===== config.mk =====
export PLATFORM = sky130hd
export DESIGN_NAME = dcw3_config_word
export DESIGN_NICKNAME = d
export VERILOG_FILES = /design/src/common/dcw3_pkg.sv /design/src/hw/dcw3_config_word.sv /design/src/hw/dcw3_sync2.sv /design/src/hw/dcw3_one_way_reg.sv
export SDC_FILE = /design/constraint.sdc
export NUM_CORES = 1
export LEC_CHECK = 0
export ABC_AREA = 1
export BUFFER_PORTS_ARGS = -buffer_cell sky130_fd_sc_hd__buf_2
export CAP_MARGIN = 10
export CORE_ASPECT_RATIO = 0.6
export CORE_MARGIN = 5
export CORE_UTILIZATION = 51
export CTS_CLUSTER_SIZE = 16
export DETAILED_ROUTE_END_ITERATION = 8
export GPL_ROUTABILITY_DRIVEN = 0
export MAX_ROUTING_LAYER = met4
export PLACE_DENSITY = 0.73
export SYNTH_ARGS = -nofsm -noshare
export SYNTH_HDL_FRONTEND = slang
export SYNTH_SLANG_ARGS = --single-unit

===== constraint.sdc =====
create_clock -name clk -period 5.25 [get_ports clk]
set_clock_uncertainty 0.15 [all_clocks]
set_input_delay 0.7875 -clock clk [delete_from_list [all_inputs] [get_ports clk]]
set_output_delay 0.7875 -clock clk [all_outputs]
set_load 0.1 [all_outputs]

===== src/common/dcw3_pkg.sv =====
package dcw3_pkg;

   // register bus geometry
   localparam int              ADDR_W          = 16;
   localparam int              DATA_W          = 32;

   // register byte addresses
   localparam logic [15:0]     ADDR_CONTROL    = 16'hff20;
   localparam logic [15:0]     ADDR_PIN_MAP    = 16'hff24;
   localparam logic [15:0]     ADDR_MOD_DIS    = 16'hff28;
   localparam logic [15:0]     ADDR_PERM_GRP   = 16'hff2c;
   localparam logic [15:0]     ADDR_PRI_CFG3   = 16'hff30;
   localparam logic [15:0]     ADDR_STATUS     = 16'hff34;
   localparam logic [15:0]     ADDR_ALT_CFG3   = 16'hff40;
   localparam logic [15:0]     ADDR_ALT_CFG2   = 16'hff44;
   localparam logic [15:0]     ADDR_ALT_CFG1   = 16'hff48;
   localparam logic [15:0]     ADDR_ALT_CFG0   = 16'hff4c;

   // configuration word three field positions
   localparam int              BIT_USB_ID_OWNER  = 30;
   localparam int              BIT_PIN_SEL_LOCK  = 29;
   localparam int              BIT_MOD_DIS_LOCK  = 28;
   localparam int              BIT_PERM_GRP_LOCK = 27;
   localparam int              BIT_ETH_PIN_SET   = 25;
   localparam int              BIT_ETH_FULL_IF   = 24;
   localparam int              USER_ID_MSB       = 15;
   localparam int              USER_ID_W         = 16;

   // reserved positions of word three, forced to one when alternate word three is read
   localparam logic [31:0]     CFG3_RSVD_MASK  = 32'h84ff0000;

   // control and status field positions
   localparam int              BIT_CTRL_USB_OFF  = 0;
   localparam int              BIT_STAT_LOADED   = 0;
   localparam int              BIT_STAT_PIN_USED = 1;
   localparam int              BIT_STAT_MOD_USED = 2;
   localparam int              BIT_STAT_PG_USED  = 3;
   localparam int              BIT_STAT_USB_OWN  = 4;

   // nonvolatile word slots: primary word three, then alternates 3..0
   localparam logic [2:0]      NV_SLOT_PRI     = 3'h0;
   localparam logic [2:0]      NV_SLOT_ALT3    = 3'h1;
   localparam logic [2:0]      NV_SLOT_ALT2    = 3'h2;
   localparam logic [2:0]      NV_SLOT_ALT1    = 3'h3;
   localparam logic [2:0]      NV_SLOT_ALT0    = 3'h4;
   localparam logic [2:0]      NV_SLOT_LAST    = 3'h4;
   localparam int              NV_SLOTS        = 5;

   typedef enum logic [2:0]
   {
      DCW3_ST_ISSUE = 3'h1,
      DCW3_ST_WAIT  = 3'h2,
      DCW3_ST_DONE  = 3'h4
   } dcw3_state_t;

endpackage : dcw3_pkg


===== src/hw/dcw3_config_word.sv =====
`timescale 1ns/100ps
module dcw3_config_word
#(
   parameter bit HAS_ALT_ETH_PINS = 1'b1
)
(
   // clock and reset
   input  wire logic        clk,
   input  wire logic        reset_n,
   // register port
   input  wire logic [15:0] reg_addr,
   input  wire logic [31:0] reg_wdata,
   input  wire logic        reg_wr,
   input  wire logic        reg_rd,
   output logic [31:0]      reg_rdata,
   // nonvolatile storage read port
   output logic             nv_rd_en,
   output logic [2:0]       nv_addr,
   input  wire logic [31:0] nv_rd_data,
   // usb identification pin routing
   input  wire logic        usb_ident_pin,
   output logic             usb_id_to_usb,
   output logic             usb_id_to_port,
   output logic             usb_id_owner_usb,
   // ethernet pin and interface choice
   output logic             eth_default_pins,
   output logic             eth_full_mii,
   // reconfigurable settings guarded by one-way locks
   output logic [31:0]      pin_map_cfg,
   output logic [31:0]      mod_dis_cfg,
   output logic [31:0]      perm_grp_cfg,
   // user identifier towards the debug ports
   output logic [15:0]      serial_prog_user_id,
   output logic [15:0]      jtag_user_id,
   // load status
   output logic             cfg_loaded
);

   // loader state
   dcw3_pkg::dcw3_state_t state_reg;
   dcw3_pkg::dcw3_state_t state_next;
   logic [2:0]            slot_reg;
   logic [2:0]            slot_next;
   logic                  nv_rd_en_reg;
   logic                  loaded_reg;

   // captured words
   logic [31:0]           nv_word_reg [0:dcw3_pkg::NV_SLOTS-1];
   wire  [31:0]           pri_cfg3;

   // software control
   logic                  usb_module_off_setting_reg;

   // decoded output registers
   logic                  usb_owner_reg;
   logic                  usb_to_usb_reg;
   logic                  usb_to_port_reg;
   logic                  eth_default_reg;
   logic                  eth_full_reg;
   logic [15:0]           serial_id_reg;
   logic [15:0]           jtag_id_reg;
   logic [31:0]           pin_map_out_reg;
   logic [31:0]           mod_dis_out_reg;
   logic [31:0]           perm_grp_out_reg;
   logic [31:0]           rdata_reg;

   // lock module outputs
   wire  [31:0]           pin_map_val;
   wire  [31:0]           mod_dis_val;
   wire  [31:0]           perm_grp_val;
   wire                   pin_map_used;
   wire                   mod_dis_used;
   wire                   perm_grp_used;

   // synchronised pad
   wire                   usb_ident_sync;

   // configuration fields
   wire                   usb_id_owner_usb_bit;
   wire                   pin_select_one_way_lock;
   wire                   module_disable_one_way_lock;
   wire                   permission_group_one_way_lock;
   wire                   ethernet_pin_set_select;
   wire                   ethernet_full_interface_select;
   wire  [15:0]           user_identifier;
   wire                   usb_owner_eff;

   // register decode
   wire                   hit_control;
   wire                   hit_pin_map;
   wire                   hit_mod_dis;
   wire                   hit_perm_grp;
   wire                   hit_pri_cfg3;
   wire                   hit_status;
   wire                   hit_alt3;
   wire                   hit_alt2;
   wire                   hit_alt1;
   wire                   hit_alt0;
   wire                   wr_pin_map;
   wire                   wr_mod_dis;
   wire                   wr_perm_grp;
   wire  [31:0]           status_word;
   wire  [31:0]           control_word;
   wire  [31:0]           alt3_readback;
   wire  [31:0]           rd_mux;

   // pad synchroniser
   dcw3_sync2 u_id_sync
   (
      .clk     (clk),
      .reset_n (reset_n),
      .din     (usb_ident_pin),
      .dout    (usb_ident_sync)
   );

   // loader: reads five words from storage once after reset
   always_comb
   begin
      state_next = state_reg;
      slot_next  = slot_reg;
      case (state_reg)
         dcw3_pkg::DCW3_ST_ISSUE:
         begin
            if (nv_rd_en_reg)
            begin
               state_next = dcw3_pkg::DCW3_ST_WAIT;
            end
         end
         dcw3_pkg::DCW3_ST_WAIT:
         begin
            if (slot_reg == dcw3_pkg::NV_SLOT_LAST)
            begin
               state_next = dcw3_pkg::DCW3_ST_DONE;
            end
            else
            begin
               state_next = dcw3_pkg::DCW3_ST_ISSUE;
               slot_next  = slot_reg + 3'h1;
            end
         end
         dcw3_pkg::DCW3_ST_DONE:
         begin
            state_next = dcw3_pkg::DCW3_ST_DONE;
         end
         default:
         begin
            state_next = dcw3_pkg::DCW3_ST_ISSUE;
            slot_next  = dcw3_pkg::NV_SLOT_PRI;
         end
      endcase
   end

   always_ff @(posedge clk)
   begin
      if (!reset_n)
      begin
         state_reg    <= dcw3_pkg::DCW3_ST_ISSUE;
         slot_reg     <= dcw3_pkg::NV_SLOT_PRI;
         nv_rd_en_reg <= 1'b0;
         loaded_reg   <= 1'b0;
      end
      else
      begin
         state_reg    <= state_next;
         slot_reg     <= slot_next;
         nv_rd_en_reg <= (state_next == dcw3_pkg::DCW3_ST_ISSUE) && !nv_rd_en_reg;
         loaded_reg   <= (state_next == dcw3_pkg::DCW3_ST_DONE);
      end
   end

   // storage answers one cycle after the read, in the wait state
   genvar gi;
   generate
      for (gi = 0; gi < dcw3_pkg::NV_SLOTS; gi = gi + 1)
      begin : g_word
         always_ff @(posedge clk)
         begin
            if (!reset_n)
            begin
               nv_word_reg[gi] <= '0;
            end
            else if ((state_reg == dcw3_pkg::DCW3_ST_WAIT) && (slot_reg == 3'(gi)))
            begin
               nv_word_reg[gi] <= nv_rd_data;
            end
         end
      end
   endgenerate

   // field decode of the primary word
   assign pri_cfg3                       = nv_word_reg[dcw3_pkg::NV_SLOT_PRI];
   assign usb_id_owner_usb_bit           = pri_cfg3[dcw3_pkg::BIT_USB_ID_OWNER];
   assign pin_select_one_way_lock        = pri_cfg3[dcw3_pkg::BIT_PIN_SEL_LOCK];
   assign module_disable_one_way_lock    = pri_cfg3[dcw3_pkg::BIT_MOD_DIS_LOCK];
   assign permission_group_one_way_lock  = pri_cfg3[dcw3_pkg::BIT_PERM_GRP_LOCK];
   assign ethernet_pin_set_select        = pri_cfg3[dcw3_pkg::BIT_ETH_PIN_SET];
   assign ethernet_full_interface_select = pri_cfg3[dcw3_pkg::BIT_ETH_FULL_IF];
   assign user_identifier                = pri_cfg3[dcw3_pkg::USER_ID_MSB:0];

   // module-off setting overrides the ownership bit
   assign usb_owner_eff = loaded_reg && usb_id_owner_usb_bit && !usb_module_off_setting_reg;

   // one-way locked settings, writable only after the word is loaded
   assign wr_pin_map  = reg_wr && hit_pin_map && loaded_reg;
   assign wr_mod_dis  = reg_wr && hit_mod_dis && loaded_reg;
   assign wr_perm_grp = reg_wr && hit_perm_grp && loaded_reg;

   dcw3_one_way_reg #(.W(dcw3_pkg::DATA_W)) u_pin_map
   (
      .clk     (clk),
      .reset_n (reset_n),
      .wr_en   (wr_pin_map),
      .wr_data (reg_wdata),
      .one_way (pin_select_one_way_lock),
      .value   (pin_map_val),
      .used    (pin_map_used)
   );

   dcw3_one_way_reg #(.W(dcw3_pkg::DATA_W)) u_mod_dis
   (
      .clk     (clk),
      .reset_n (reset_n),
      .wr_en   (wr_mod_dis),
      .wr_data (reg_wdata),
      .one_way (module_disable_one_way_lock),
      .value   (mod_dis_val),
      .used    (mod_dis_used)
   );

   dcw3_one_way_reg #(.W(dcw3_pkg::DATA_W)) u_perm_grp
   (
      .clk     (clk),
      .reset_n (reset_n),
      .wr_en   (wr_perm_grp),
      .wr_data (reg_wdata),
      .one_way (permission_group_one_way_lock),
      .value   (perm_grp_val),
      .used    (perm_grp_used)
   );

   // control register
   always_ff @(posedge clk)
   begin
      if (!reset_n)
      begin
         usb_module_off_setting_reg <= 1'b0;
      end
      else if (reg_wr && hit_control)
      begin
         usb_module_off_setting_reg <= reg_wdata[dcw3_pkg::BIT_CTRL_USB_OFF];
      end
   end

   // decoded outputs, all registered; until loaded the identification pin routes to the port and the default ethernet pins are selected
   always_ff @(posedge clk)
   begin
      if (!reset_n)
      begin
         usb_owner_reg    <= 1'b0;
         usb_to_usb_reg   <= 1'b0;
         usb_to_port_reg  <= 1'b0;
         eth_default_reg  <= 1'b1;
         eth_full_reg     <= 1'b0;
         serial_id_reg    <= '0;
         jtag_id_reg      <= '0;
         pin_map_out_reg  <= '0;
         mod_dis_out_reg  <= '0;
         perm_grp_out_reg <= '0;
      end
      else
      begin
         usb_owner_reg    <= usb_owner_eff;
         usb_to_usb_reg   <= usb_owner_eff && usb_ident_sync;
         usb_to_port_reg  <= !usb_owner_eff && usb_ident_sync;
         eth_default_reg  <= !HAS_ALT_ETH_PINS || !loaded_reg || ethernet_pin_set_select;
         eth_full_reg     <= loaded_reg && ethernet_full_interface_select;
         serial_id_reg    <= loaded_reg ? user_identifier : '0;
         jtag_id_reg      <= loaded_reg ? user_identifier : '0;
         pin_map_out_reg  <= pin_map_val;
         mod_dis_out_reg  <= mod_dis_val;
         perm_grp_out_reg <= perm_grp_val;
      end
   end

   // register read path
   assign hit_control  = (reg_addr == dcw3_pkg::ADDR_CONTROL);
   assign hit_pin_map  = (reg_addr == dcw3_pkg::ADDR_PIN_MAP);
   assign hit_mod_dis  = (reg_addr == dcw3_pkg::ADDR_MOD_DIS);
   assign hit_perm_grp = (reg_addr == dcw3_pkg::ADDR_PERM_GRP);
   assign hit_pri_cfg3 = (reg_addr == dcw3_pkg::ADDR_PRI_CFG3);
   assign hit_status   = (reg_addr == dcw3_pkg::ADDR_STATUS);
   assign hit_alt3     = (reg_addr == dcw3_pkg::ADDR_ALT_CFG3);
   assign hit_alt2     = (reg_addr == dcw3_pkg::ADDR_ALT_CFG2);
   assign hit_alt1     = (reg_addr == dcw3_pkg::ADDR_ALT_CFG1);
   assign hit_alt0     = (reg_addr == dcw3_pkg::ADDR_ALT_CFG0);

   assign control_word = {31'h0, usb_module_off_setting_reg};

   assign status_word  = {27'h0,
                          usb_owner_eff,
                          perm_grp_used,
                          mod_dis_used,
                          pin_map_used,
                          loaded_reg};

   // reserved positions of alternate word three read as one
   assign alt3_readback = nv_word_reg[dcw3_pkg::NV_SLOT_ALT3] | dcw3_pkg::CFG3_RSVD_MASK;

   assign rd_mux = hit_control  ? control_word :
                   hit_pin_map  ? pin_map_val :
                   hit_mod_dis  ? mod_dis_val :
                   hit_perm_grp ? perm_grp_val :
                   hit_pri_cfg3 ? pri_cfg3 :
                   hit_status   ? status_word :
                   hit_alt3     ? alt3_readback :
                   hit_alt2     ? nv_word_reg[dcw3_pkg::NV_SLOT_ALT2] :
                   hit_alt1     ? nv_word_reg[dcw3_pkg::NV_SLOT_ALT1] :
                   hit_alt0     ? nv_word_reg[dcw3_pkg::NV_SLOT_ALT0] :
                   32'h0;

   // read data stand only in the cycle after the strobe
   always_ff @(posedge clk)
   begin
      if (!reset_n)
      begin
         rdata_reg <= '0;
      end
      else
      begin
         rdata_reg <= reg_rd ? rd_mux : 32'h0;
      end
   end

   // output wiring
   assign reg_rdata           = rdata_reg;
   assign nv_rd_en            = nv_rd_en_reg;
   assign nv_addr             = slot_reg;
   assign usb_id_to_usb       = usb_to_usb_reg;
   assign usb_id_to_port      = usb_to_port_reg;
   assign usb_id_owner_usb    = usb_owner_reg;
   assign eth_default_pins    = eth_default_reg;
   assign eth_full_mii        = eth_full_reg;
   assign pin_map_cfg         = pin_map_out_reg;
   assign mod_dis_cfg         = mod_dis_out_reg;
   assign perm_grp_cfg        = perm_grp_out_reg;
   assign serial_prog_user_id = serial_id_reg;
   assign jtag_user_id        = jtag_id_reg;
   assign cfg_loaded          = loaded_reg;

endmodule : dcw3_config_word


===== src/hw/dcw3_sync2.sv =====
`timescale 1ns/100ps
module dcw3_sync2
(
   // clock and reset
   input  wire logic clk,
   input  wire logic reset_n,
   // asynchronous level in, synchronised level out
   input  wire logic din,
   output logic      dout
);

   logic meta_reg;
   logic sync_reg;

   always_ff @(posedge clk)
   begin
      if (!reset_n)
      begin
         meta_reg <= 1'b0;
         sync_reg <= 1'b0;
      end
      else
      begin
         meta_reg <= din;
         sync_reg <= meta_reg;
      end
   end

   assign dout = sync_reg;

endmodule : dcw3_sync2


===== src/hw/dcw3_one_way_reg.sv =====
`timescale 1ns/100ps
module dcw3_one_way_reg
#(
   parameter int W = 32
)
(
   // clock and reset
   input  wire logic         clk,
   input  wire logic         reset_n,
   // write side
   input  wire logic         wr_en,
   input  wire logic [W-1:0] wr_data,
   input  wire logic         one_way,
   // held setting
   output logic [W-1:0]      value,
   output logic              used
);

   logic [W-1:0] value_reg;
   logic         used_reg;
   wire          accept;

   // once written, a one-way setting ignores further writes until reset
   assign accept = wr_en && !(one_way && used_reg);

   always_ff @(posedge clk)
   begin
      if (!reset_n)
      begin
         value_reg <= '0;
         used_reg  <= 1'b0;
      end
      else if (accept)
      begin
         value_reg <= wr_data;
         used_reg  <= 1'b1;
      end
   end

   assign value = value_reg;
   assign used  = used_reg;

endmodule : dcw3_one_way_reg


==> results.sh, run 1 <==
export IMPL_drtIter0Drc=1359
export IMPL_met1_length_um=19600
export IMPL_min_from="u_mod_dis.value[18]"
export IMPL_finalSetupViolations=0
export IMPL_period_needed_ns=3.26
export IMPL_start_kind="primary input"
export IMPL_p_per_area_mw_per_mm2=329
export IMPL_initial_core_util=0.513
export IMPL_cts_root_buffer="clkbuf_16"
export IMPL_layout_drive_gt1_share=0.185
export IMPL_die_area_mm2=0.0362
export IMPL_grtUsageTotal=0.255
export IMPL_hold_end="mod_dis_cfg[18]"
export IMPL_syn_to_final_growth_pct=16.3
export IMPL_largest_reg_flops=150
export IMPL_antenna_found_initial=5
export IMPL_cts_setup_buffers=0
export IMPL_globalRoute_totalOverflow=0
export IMPL_layout_setup_ws_ns=1.99
export IMPL_p_int_mw=4.96
export IMPL_pwr_share_clk=0.437
export IMPL_die_y_um=149
export IMPL_leakagePower_nw=8.90
export IMPL_netlist_instances=1876
export IMPL_fin_crit_sh=0.621
export IMPL_routed_via_density=5.20
export IMPL_grt_max_degree=96
export IMPL_ys_seq_elements=409
export IMPL_path_class="primary input to register"
export IMPL_dp_cells=2455
export IMPL_cp_startpoint="reg_addr[0]"
export IMPL_synth_warnings=0
export IMPL_nets=2160
export IMPL_crit_chain="buf_2, inv_1, nand2_2, nor3_4, buf_4, nand2_2, buf_4, inv_2, nand3_4, nor2_1, a211oi_2"
export IMPL_comb_power_share=0.034
export IMPL_dr_total_vias=13100
export IMPL_syn_num_nets=1966
export IMPL_avgSynthCellArea_um2=8.79
export IMPL_yosys_cell_types_count=34
export IMPL_critical_path_top_delay_family="simple AND/OR/NAND/NOR gates"
export IMPL_r2r_cells=6
export IMPL_drv_cap=0
export IMPL_worst_hold_path_type="register to register"
export IMPL_critPathRequiredTime_ns=5.47
export IMPL_wirelength_um=45300
export IMPL_total_power_mw=6.32
export IMPL_final_hold_viol_count=0
export IMPL_crit_buf_inv=5
export IMPL_r2r_start="cfg_loaded"
export IMPL_postCtsHoldBufs=0
export IMPL_cts_resized=0
export IMPL_chipWidth_um=242
export IMPL_status="finished clean"
export IMPL_slowest_delay_ns=0.72
export IMPL_wl_met2_um=20500
export IMPL_vdd_drop_max_uv=263
export IMPL_rsz0062_at_grt="false"
export IMPL_cp_data_arrival_time_ns=3.47
export IMPL_switching_share=0.214
export IMPL_synth_cell_area_mm2=0.0165
export IMPL_cts_sinks=409
export IMPL_dp_hpwl_um=30000
export IMPL_cts_made_buffers=37
export IMPL_clk_pin_slew_ns=0.07
export IMPL_core_area_mm2=0.0322
export IMPL_max_freq_mhz=307
export IMPL_preCtsSetupSlack_ns=1.52
export IMPL_fin_tns_setup_ns=0
export IMPL_portBuffers=254
export IMPL_seqPwrFrac=0.529
export IMPL_min_path_cells=2
export IMPL_ant_nets=0
export IMPL_cpMaxStageDelayCell="nand3_4"
export IMPL_reg2reg_to="u_pin_map.value[20]"
export IMPL_wl_met3_um=3760
export IMPL_regToRegSetupSlack_ns=2.68
export IMPL_n_fill_cell=2819
export IMPL_clockBufferDepth=3
export IMPL_highest_signal_layer="met4"
export IMPL_first_pass_iters=5
export IMPL_grt_pass1_wl_um=71300
export IMPL_tritoncts="yes"
export IMPL_worst_pin_slew_ns=1.27
export IMPL_grt_pass1_vias=13100
export IMPL_worstPathMaxFanout=64
export IMPL_clk_latency_ns=0.53
export IMPL_htreeDepth=2
export IMPL_drcViolationCount=0
export IMPL_power_switching_mw=1.35
export IMPL_fin_cells=2528
export IMPL_end_kind="register"
export IMPL_ios=255
export IMPL_slew_headroom=0.152
export IMPL_rows=51
export IMPL_final_util=0.596
export IMPL_wire_per_inst_um=17.9
export IMPL_yosysSeqAreaShare=0.587
export IMPL_drv_slew=0
==> cells in the mapped netlist <==
cell type / count / area [um^2]
o21ai_1: 8 / 40.0
buf_4: 20 / 150
nor4_4: 1 / 21.3
a31oi_1: 1 / 6.26
dfxtp_1: 259 / 5180
a211oi_1: 69 / 518
clkbuf_1: 71 / 267
ha_1: 5 / 62.6
nand2_1: 237 / 890
a211oi_2: 30 / 375
nor2_2: 1 / 6.26
clkinv_1: 2 / 7.51
buf_1: 4 / 15.0
buf_2: 25 / 125
nand4_1: 22 / 138
inv_2: 7 / 26.3
nand3_4: 1 / 17.5
nor3_4: 3 / 48.8
o211ai_1: 19 / 143
or2_2: 3 / 18.8
o21a_1: 3 / 22.5
nand3_1: 114 / 571
nor3_1: 7 / 35.0
o21ai_0: 113 / 566
and3_1: 1 / 6.26
edfxtp_1: 150 / 4500
nand2_2: 4 / 25.0
a21oi_1: 41 / 205
or2_1: 1 / 6.26
nor3_2: 1 / 10.0
nand3_2: 2 / 20.0
nor2_1: 303 / 1140
inv_1: 343 / 1290
a21boi_0: 5 / 37.5
==> worst max path at each step <==
| stage | end | slack (ns) | depth (start not counted) |
|---|---|---|---|
| global route | u_mod_dis.value[19] | 1.74 | 11 |
| CTS | u_mod_dis.value[19] | 2.00 | 11 |
| floorplan | nv_word_reg[3][0] | 2.30 | 4 |
| global placement | u_mod_dis.value[24] | 1.63 | 11 |
| finish | u_mod_dis.value[19] | 1.99 | 11 |
| detailed placement | u_mod_dis.value[11] | 1.52 | 11 |
==> kinds of logic after synthesis <==
logic type | synth area share
AO/OA/AOI/OAI | 0.116
adder cells (fa/ha/maj) | 0.00379
buffers and inverters | 0.114
flip-flops | 0.587
AND/OR/NAND/NOR | 0.179
==> power groups by stage <==
stage	logic (mW)	registers, mW	clock network, mW
final	0.216	3.34	2.76
after global routing	0.235	3.35	2.95
after CTS	0.216	3.34	2.80
after detailed placement	0.215	3.41	0
after global placement	0.212	3.41	0
after floorplan	0.0983	3.43	0
==> stage by stage <==
stage | hold WS, ns | instance area (um^2)
2_1_floorplan | 0.240 | 16500
3_3_place_gp | 0.259 | 17900
3_5_place_dp | 0.258 | 17900
4_1_cts | 0.284 | 19200
5_1_grt | 0.291 | 19200
6_report | 0.285 | 19200
==> cells in the final DEF (no fill, tap or decap), drive strengths merged <==
cell,count
a211oi,99
a21boi,5
a21oi,41
a31oi,1
and3,1
buf,275
bufinv,2
clkbuf,58
clkinv,9
dfxtp,259
diode,5
edfxtp,150
ha,5
inv,351
nand2,241
nand3,117
nand4,22
nor2,304
nor3,11
nor4,1
o211ai,19
o21a,3
o21ai,121
or2,4
==> layer usage <==
| metal | vias up | track usage |
|---|---|---|
| met5 | - | - |
| met4 | 0 | 0.0832 |
| met3 | 85 | 0.0541 |
| met2 | 577 | 0.392 |
| met1 | 6118 | 0.343 |
| li1 | 6361 | - |
==> cell type report <==
type                       count  area (um^2)  share of cell area
sequential                   409         9690               0.505
multi-input combinational    995         4950               0.258
timing repair buffer         275         1430              0.0746
inverter                     352         1320              0.0690
clock buffer                  58         1140              0.0593
tap                          424          531              0.0277
clock inverter                10          103             0.00535
antenna                        5         12.5            0.000653
==> tightest hold or removal path: stages (launching register included) <==
cell and delay, ns:
dfxtp_1 0.31, nand2_1 0.06, inv_1 0.03
No activity file was read; power rests on OpenSTA's default activity.
==> inputs of run 2 (changes only) <==
--- a/config.mk
+++ b/config.mk
@@ -5,7 +5,7 @@
 export SDC_FILE = /design/constraint.sdc
 export NUM_CORES = 1
 export LEC_CHECK = 0
-export ABC_AREA = 1
+export ABC_AREA = 0
 export BUFFER_PORTS_ARGS = -buffer_cell sky130_fd_sc_hd__buf_2
 export CAP_MARGIN = 10
 export CORE_ASPECT_RATIO = 0.6
@@ -15,7 +15,7 @@
 export DETAILED_ROUTE_END_ITERATION = 8
 export GPL_ROUTABILITY_DRIVEN = 0
 export MAX_ROUTING_LAYER = met4
-export PLACE_DENSITY = 0.73
+export PLACE_DENSITY = 0.76
 export SYNTH_ARGS = -nofsm -noshare
 export SYNTH_HDL_FRONTEND = slang
 export SYNTH_SLANG_ARGS = --single-unit
==> constraint.sdc (replaced) <==
create_clock -name clk -period 2.71 [get_ports clk]
set_clock_uncertainty 0.15 [all_clocks]
set_input_delay 0.4065 -clock clk [delete_from_list [all_inputs] [get_ports clk]]
set_output_delay 0.4065 -clock clk [all_outputs]
set_load 0.1 [all_outputs]
==> run 2 against run 1 <==
  * Flip-flop and latch count did not move
  * Design area is 0.72% lower
  * Combinational power grew 110%
  * Via count shrank 10%
  * Global-route usage is 1.2 points higher
  * Area after synthesis fell by 4.2%
  * Largest cell class unchanged
  * Cell count is 17% lower
==> results.sh, run 2 <==
export IMPL_path_class="primary input to register"
export IMPL_synth_common_cells="259 x dfxtp_1, 194 x nand2_1, 156 x and2_1"
export IMPL_dr_total_vias=11800
export IMPL_n_fill_cell=2385
export IMPL_synthArstFlopShare=0
export IMPL_clockBufferDepth=3
export IMPL_clk_pin_slew_ns=0.07
export IMPL_avgSynthCellArea_um2=11.2
export IMPL_largest_reg_flops=150
export IMPL_clk_latency_ns=0.54
export IMPL_slew_headroom=0.342
export IMPL_die_y_um=146
export IMPL_routed_via_density=5.60
export IMPL_synth_area_leaders="dfxtp_1 33%, edfxtp_1 29%, mux2i_1 6.4%"
export IMPL_grtUsageTotal=0.268
export IMPL_synth_warnings=0
export IMPL_fin_crit_sh=0.942
export IMPL_worstPathMaxFanout=7
export IMPL_drtIter0Drc=1196
export IMPL_finalSetupViolations=0
export IMPL_leakagePower_nw=9.39
export IMPL_final_hold_viol_count=0
export IMPL_syn_to_final_growth_pct=20.5
export IMPL_drv_cap=0
export IMPL_fin_tns_setup_ns=0
export IMPL_cts_made_buffers=37
export IMPL_p_per_area_mw_per_mm2=663
export IMPL_final_common_cell="dfxtp_1"
export IMPL_layout_drive_gt1_share=0.242
export IMPL_fin_cells=2106
export IMPL_cp_data_arrival_time_ns=2.85
export IMPL_final_util=0.630
export IMPL_worst_pin_slew_ns=0.986
export IMPL_worst_hold_path_type="primary input to register"
export IMPL_grt_max_degree=149
export IMPL_status="finished clean"
export IMPL_cts_root_buffer="clkbuf_16"
export IMPL_preCtsSetupSlack_ns=-0.455
export IMPL_end_kind="register"
export IMPL_cts_sinks=409
export IMPL_max_freq_mhz=392
export IMPL_layout_common_cells="259 x dfxtp_1, 253 x buf_2, 194 x nand2_1"
export IMPL_dp_hpwl_um=33000
export IMPL_ant_nets=0
export IMPL_yosysTopAreaCellShare=0.328
export IMPL_place_area_mm2=0.0177
export IMPL_period_needed_ns=2.55
export IMPL_ys_seq_elements=409
export IMPL_synth_edff_count=150
export IMPL_layout_setup_ws_ns=0.158
export IMPL_tritoncts="yes"
export IMPL_first_pass_iters=7
export IMPL_wire_per_inst_um=21.9
export IMPL_yosysMostFrequentCell="dfxtp_1"
export IMPL_drv_slew=0
export IMPL_chipWidth_um=237
export IMPL_holdWs_ns=0.0183
export IMPL_drcViolationCount=0
export IMPL_synth_ff_type="dfxtp_1"
export IMPL_cts_setup_buffers=0
export IMPL_nets=1758
export IMPL_netlist_instances=1407
export IMPL_total_power_mw=12.6
export IMPL_rows=49
export IMPL_syn_num_nets=1497
export IMPL_globalRoute_totalOverflow=0
export IMPL_critPathRequiredTime_ns=3.01
export IMPL_vdd_drop_max_uv=404
export IMPL_rsz0062_at_grt="false"
export IMPL_antenna_found_initial=1
export IMPL_dp_cells=2034
export IMPL_synth_top_area_cell="dfxtp_1"
export IMPL_final_cell_area_mm2=0.0190
export IMPL_die_area_mm2=0.0347
export IMPL_start_kind="primary input"
export IMPL_wirelength_um=46200
export IMPL_core_area_mm2=0.0302
export IMPL_grt_pass1_wl_um=70300
export IMPL_initial_core_util=0.523
export IMPL_yosys_cell_types_count=60
export IMPL_htreeDepth=2
export IMPL_grt_pass1_vias=11800
export IMPL_yosysSeqAreaShare=0.613
export IMPL_synth_cell_area_mm2=0.0158
export IMPL_portBuffers=254
export IMPL_ios=255
==> run 2: changes by cell type after synthesis, moves of 19 or more <==
cell,change
and2_1,+156
a211oi_2,-30
a22oi_1,+19
a22o_1,+23
nand2_1,-43
a211oi_1,-58
mux2i_1,+101
and3_1,+43
nand3_1,-103
nand4_1,-21
inv_1,-242
o21ai_0,-89
nor2_1,-265
==> run 2: critical path, cell delays in order <==
cell       delay, ns
buf_2           0.19
nand3b_1        0.38
or4_4           0.72
a2111oi_0       0.73
o32ai_1         0.20
a21oi_1         0.22
==> run 2: final timing paths <==
kind                                     from                  end  cells after the start  slack, ns
worst max-delay path              reg_addr[7]        reg_rdata[12]                      6       0.16
worst min-delay path            reg_wdata[16]  u_mod_dis.value[16]                      3       0.02
worst max register to register     cfg_loaded         reg_rdata[4]                      5       0.53
worst min register to register       nv_rd_en             nv_rd_en                      1       0.30
==> run 2: cell type report <==
class                           count  area, um^2  share of cell area
Timing Repair Buffer              321        1900              0.0996
Clock buffer                       48        1020              0.0536
Multi-Input combinational cell    798        5250               0.276
Tap cell                          408         510              0.0268
Antenna cell                        1        2.50            0.000131
Sequential cell                   409        9690               0.509
Inverter                          101         379              0.0199
Clock inverter                     20         294              0.0154
==> run 2: logic make-up after synthesis <==
family,count (synthesis),share of synthesized area
muxes,116,0.0761
buffers and inverters,200,0.0568
DFF,409,0.613
and+or+nand+nor,498,0.166
AOI/OAI and AO/OA,179,0.0836
adders and majority gates,5,0.00396
==> run 2: where the power goes <==
part	switching, mW	internal [mW]	leakage, nW
Clock	2.34	3.36	0.639
Sequential	0.0366	6.43	3.64
Combinational	0.306	0.146	5.12
==> run 2: repair_timing <==
| action | in CTS | in global routing |
|---|---|---|
| hold buffers | 3 | 0 |
| setup endpoints to repair | 0 | 1 |
| endpoints found under the hold margin | 3 | 0 |
| gates resized for setup | 0 | 1 |
==> run 2: metal layers <==
layer / track usage / wire length, um / vias to the layer above
li1: - / - / 5352
met1: 0.362 / 19500 / 5744
met2: 0.401 / 20500 / 603
met3: 0.0673 / 4690 / 94
met4: 0.0816 / 1420 / 0
met5: - / 0 / -
==> inputs of run 3 (changes only) <==
==> constraint.sdc (replaced) <==
create_clock -name clk -period 2.71 [get_ports clk]
set_clock_uncertainty 0.15 [all_clocks]
set_input_delay 0.542 -clock clk [delete_from_list [all_inputs] [get_ports clk]]
set_output_delay 0.542 -clock clk [all_outputs]
set_load 0.1 [all_outputs]
==> run 3 against run 2 <==
  * Cell count up 0.95%
  * Highest routed layer unchanged
  * Routed wire length grew 0.63%
  * Largest power group unchanged
  * Die area unchanged
  * Power shrank 2.4%
  * Critical path type is now register to output port
==> results.sh, run 3 (synthesis gave the netlist of run 2 again) <==
export IMPL_comb_power_share=0.038
export IMPL_ant_nets=0
export IMPL_cts_sinks=409
export IMPL_preCtsSetupSlack_ns=-0.144
export IMPL_chipWidth_um=237
export IMPL_ios=255
export IMPL_rsz0062_at_grt="false"
export IMPL_final_util=0.634
export IMPL_p_per_area_mw_per_mm2=642
export IMPL_groute_layer_met2_usage=0.403
export IMPL_grt_use_met1=0.364
export IMPL_drtIter0Drc=1257
export IMPL_place_area_mm2=0.0179
export IMPL_layout_common_cells="259 x dfxtp_1, 253 x buf_2, 194 x nand2_1"
export IMPL_wire_per_inst_um=21.8
export IMPL_globalRoute_totalOverflow=0
export IMPL_final_cell_area_mm2=0.0192
export IMPL_crit_chain="buf_2"
export IMPL_r2r_start="cfg_loaded"
export IMPL_holdWs_ns=0.0634
export IMPL_layout_drive_gt1_share=0.251
export IMPL_cpMaxStageDelayCell="dfxtp_1"
export IMPL_die_y_um=146
export IMPL_worst_pin_slew_ns=0.649
export IMPL_cp_startpoint="cfg_loaded"
export IMPL_pwr_share_clk=0.436
export IMPL_drcViolationCount=0
export IMPL_antenna_found_initial=3
export IMPL_critPathRequiredTime_ns=2.02
export IMPL_path_class="register to output port"
export IMPL_core_area_mm2=0.0302
export IMPL_final_common_cell="dfxtp_1"
export IMPL_n_fill_cell=2355
export IMPL_switching_share=0.218
export IMPL_syn_to_final_growth_pct=21.3
export IMPL_wirelength_um=46500
export IMPL_vdd_drop_max_uv=433
export IMPL_postCtsHoldBufs=0
export IMPL_dp_hpwl_um=33500
export IMPL_end_kind="output port"
export IMPL_layout_setup_ws_ns=0.224
export IMPL_cts_root_buffer="clkbuf_16"
export IMPL_first_pass_iters=6
export IMPL_cp_depth=1
export IMPL_grt_pass1_wl_um=70200
export IMPL_largest_reg_flops=150
export IMPL_drv_slew=0
export IMPL_power_switching_mw=2.69
export IMPL_critical_path_top_delay_family="flip-flops"
export IMPL_r2r_cells=5
export IMPL_grt_pass1_vias=11900
export IMPL_cts_made_buffers=38
export IMPL_cp_data_arrival_time_ns=1.79
export IMPL_p_int_mw=9.63
export IMPL_seqPwrFrac=0.526
export IMPL_min_path_cells=2
export IMPL_crit_buf_inv=1
export IMPL_portBuffers=254
export IMPL_grtUsageTotal=0.267
export IMPL_grt_max_degree=84
export IMPL_status="finished clean"
export IMPL_clk_latency_ns=0.55
export IMPL_max_freq_mhz=402
export IMPL_cts_resized=0
export IMPL_tritoncts="yes"
export IMPL_clk_pin_slew_ns=0.06
export IMPL_routed_via_density=5.59
export IMPL_drv_cap=0
export IMPL_fin_crit_sh=0.917
export IMPL_initial_core_util=0.523
export IMPL_clockBufferDepth=3
export IMPL_final_hold_viol_count=0
export IMPL_worstPathMaxFanout=11
export IMPL_dr_total_vias=11900
export IMPL_finalSetupViolations=0
export IMPL_cts_setup_buffers=0
export IMPL_busiest_layer="met2"
export IMPL_worst_hold_path_type="primary input to register"
export IMPL_grtUsageMet3=0.0599
export IMPL_nets=1777
export IMPL_min_from="usb_ident_pin"
export IMPL_slowest_delay_ns=0.71
export IMPL_htreeDepth=2
export IMPL_leakagePower_nw=9.47
export IMPL_period_needed_ns=2.49
export IMPL_die_area_mm2=0.0347
export IMPL_rows=49
export IMPL_start_kind="register"
export IMPL_slew_headroom=0.556
run 3: path summary, 6_finish.rpt:
check,end,slack [ns]
worst max-delay path,cfg_loaded,0.22
worst min-delay path,u_id_sync.meta_reg,0.06
worst max register to register,reg_rdata[4],0.56
worst min register to register,reg_rdata[26],0.30
run 3: stage by stage:
step,instances,power (mW),TNS [ns]
floorplan,1407,6.81,0
global placement,2055,7.05,-0.209
detailed placement,2055,7.07,-0.230
CTS,2123,12.4,0
global route,2126,12.7,0
finish,2126,12.3,0
run 3: power by group through the flow:
| stage | logic [mW] | clock network [mW] | registers (mW) |
|---|---|---|---|
| after global placement | 0.451 | 0 | 6.60 |
| after CTS | 0.462 | 5.44 | 6.47 |
| after detailed placement | 0.458 | 0 | 6.61 |
| after floorplan | 0.209 | 0 | 6.60 |
| after global routing | 0.498 | 5.72 | 6.47 |
| final | 0.467 | 5.37 | 6.47 |
run 3: routing by layer:
metal | part of all wire | vias to the layer above | wire length, um
met5 | 0 | - | 0
met4 | 0.028 | 0 | 1320
met3 | 0.11 | 93 | 5100
met2 | 0.45 | 667 | 20900
met1 | 0.41 | 5699 | 19200
li1 | - | 5416 | -
run 3: layout make-up:
class / count / area [um^2] / area share
diodes: 3 / 7.51 / 0.000392
clock buffers: 54 / 1090 / 0.0570
flip-flops and latches: 409 / 9690 / 0.506
clock inverters: 14 / 158 / 0.00823
well taps: 408 / 510 / 0.0266
multi-input cells: 798 / 5240 / 0.274
repair buffers: 339 / 2090 / 0.109
inverters: 101 / 379 / 0.0198
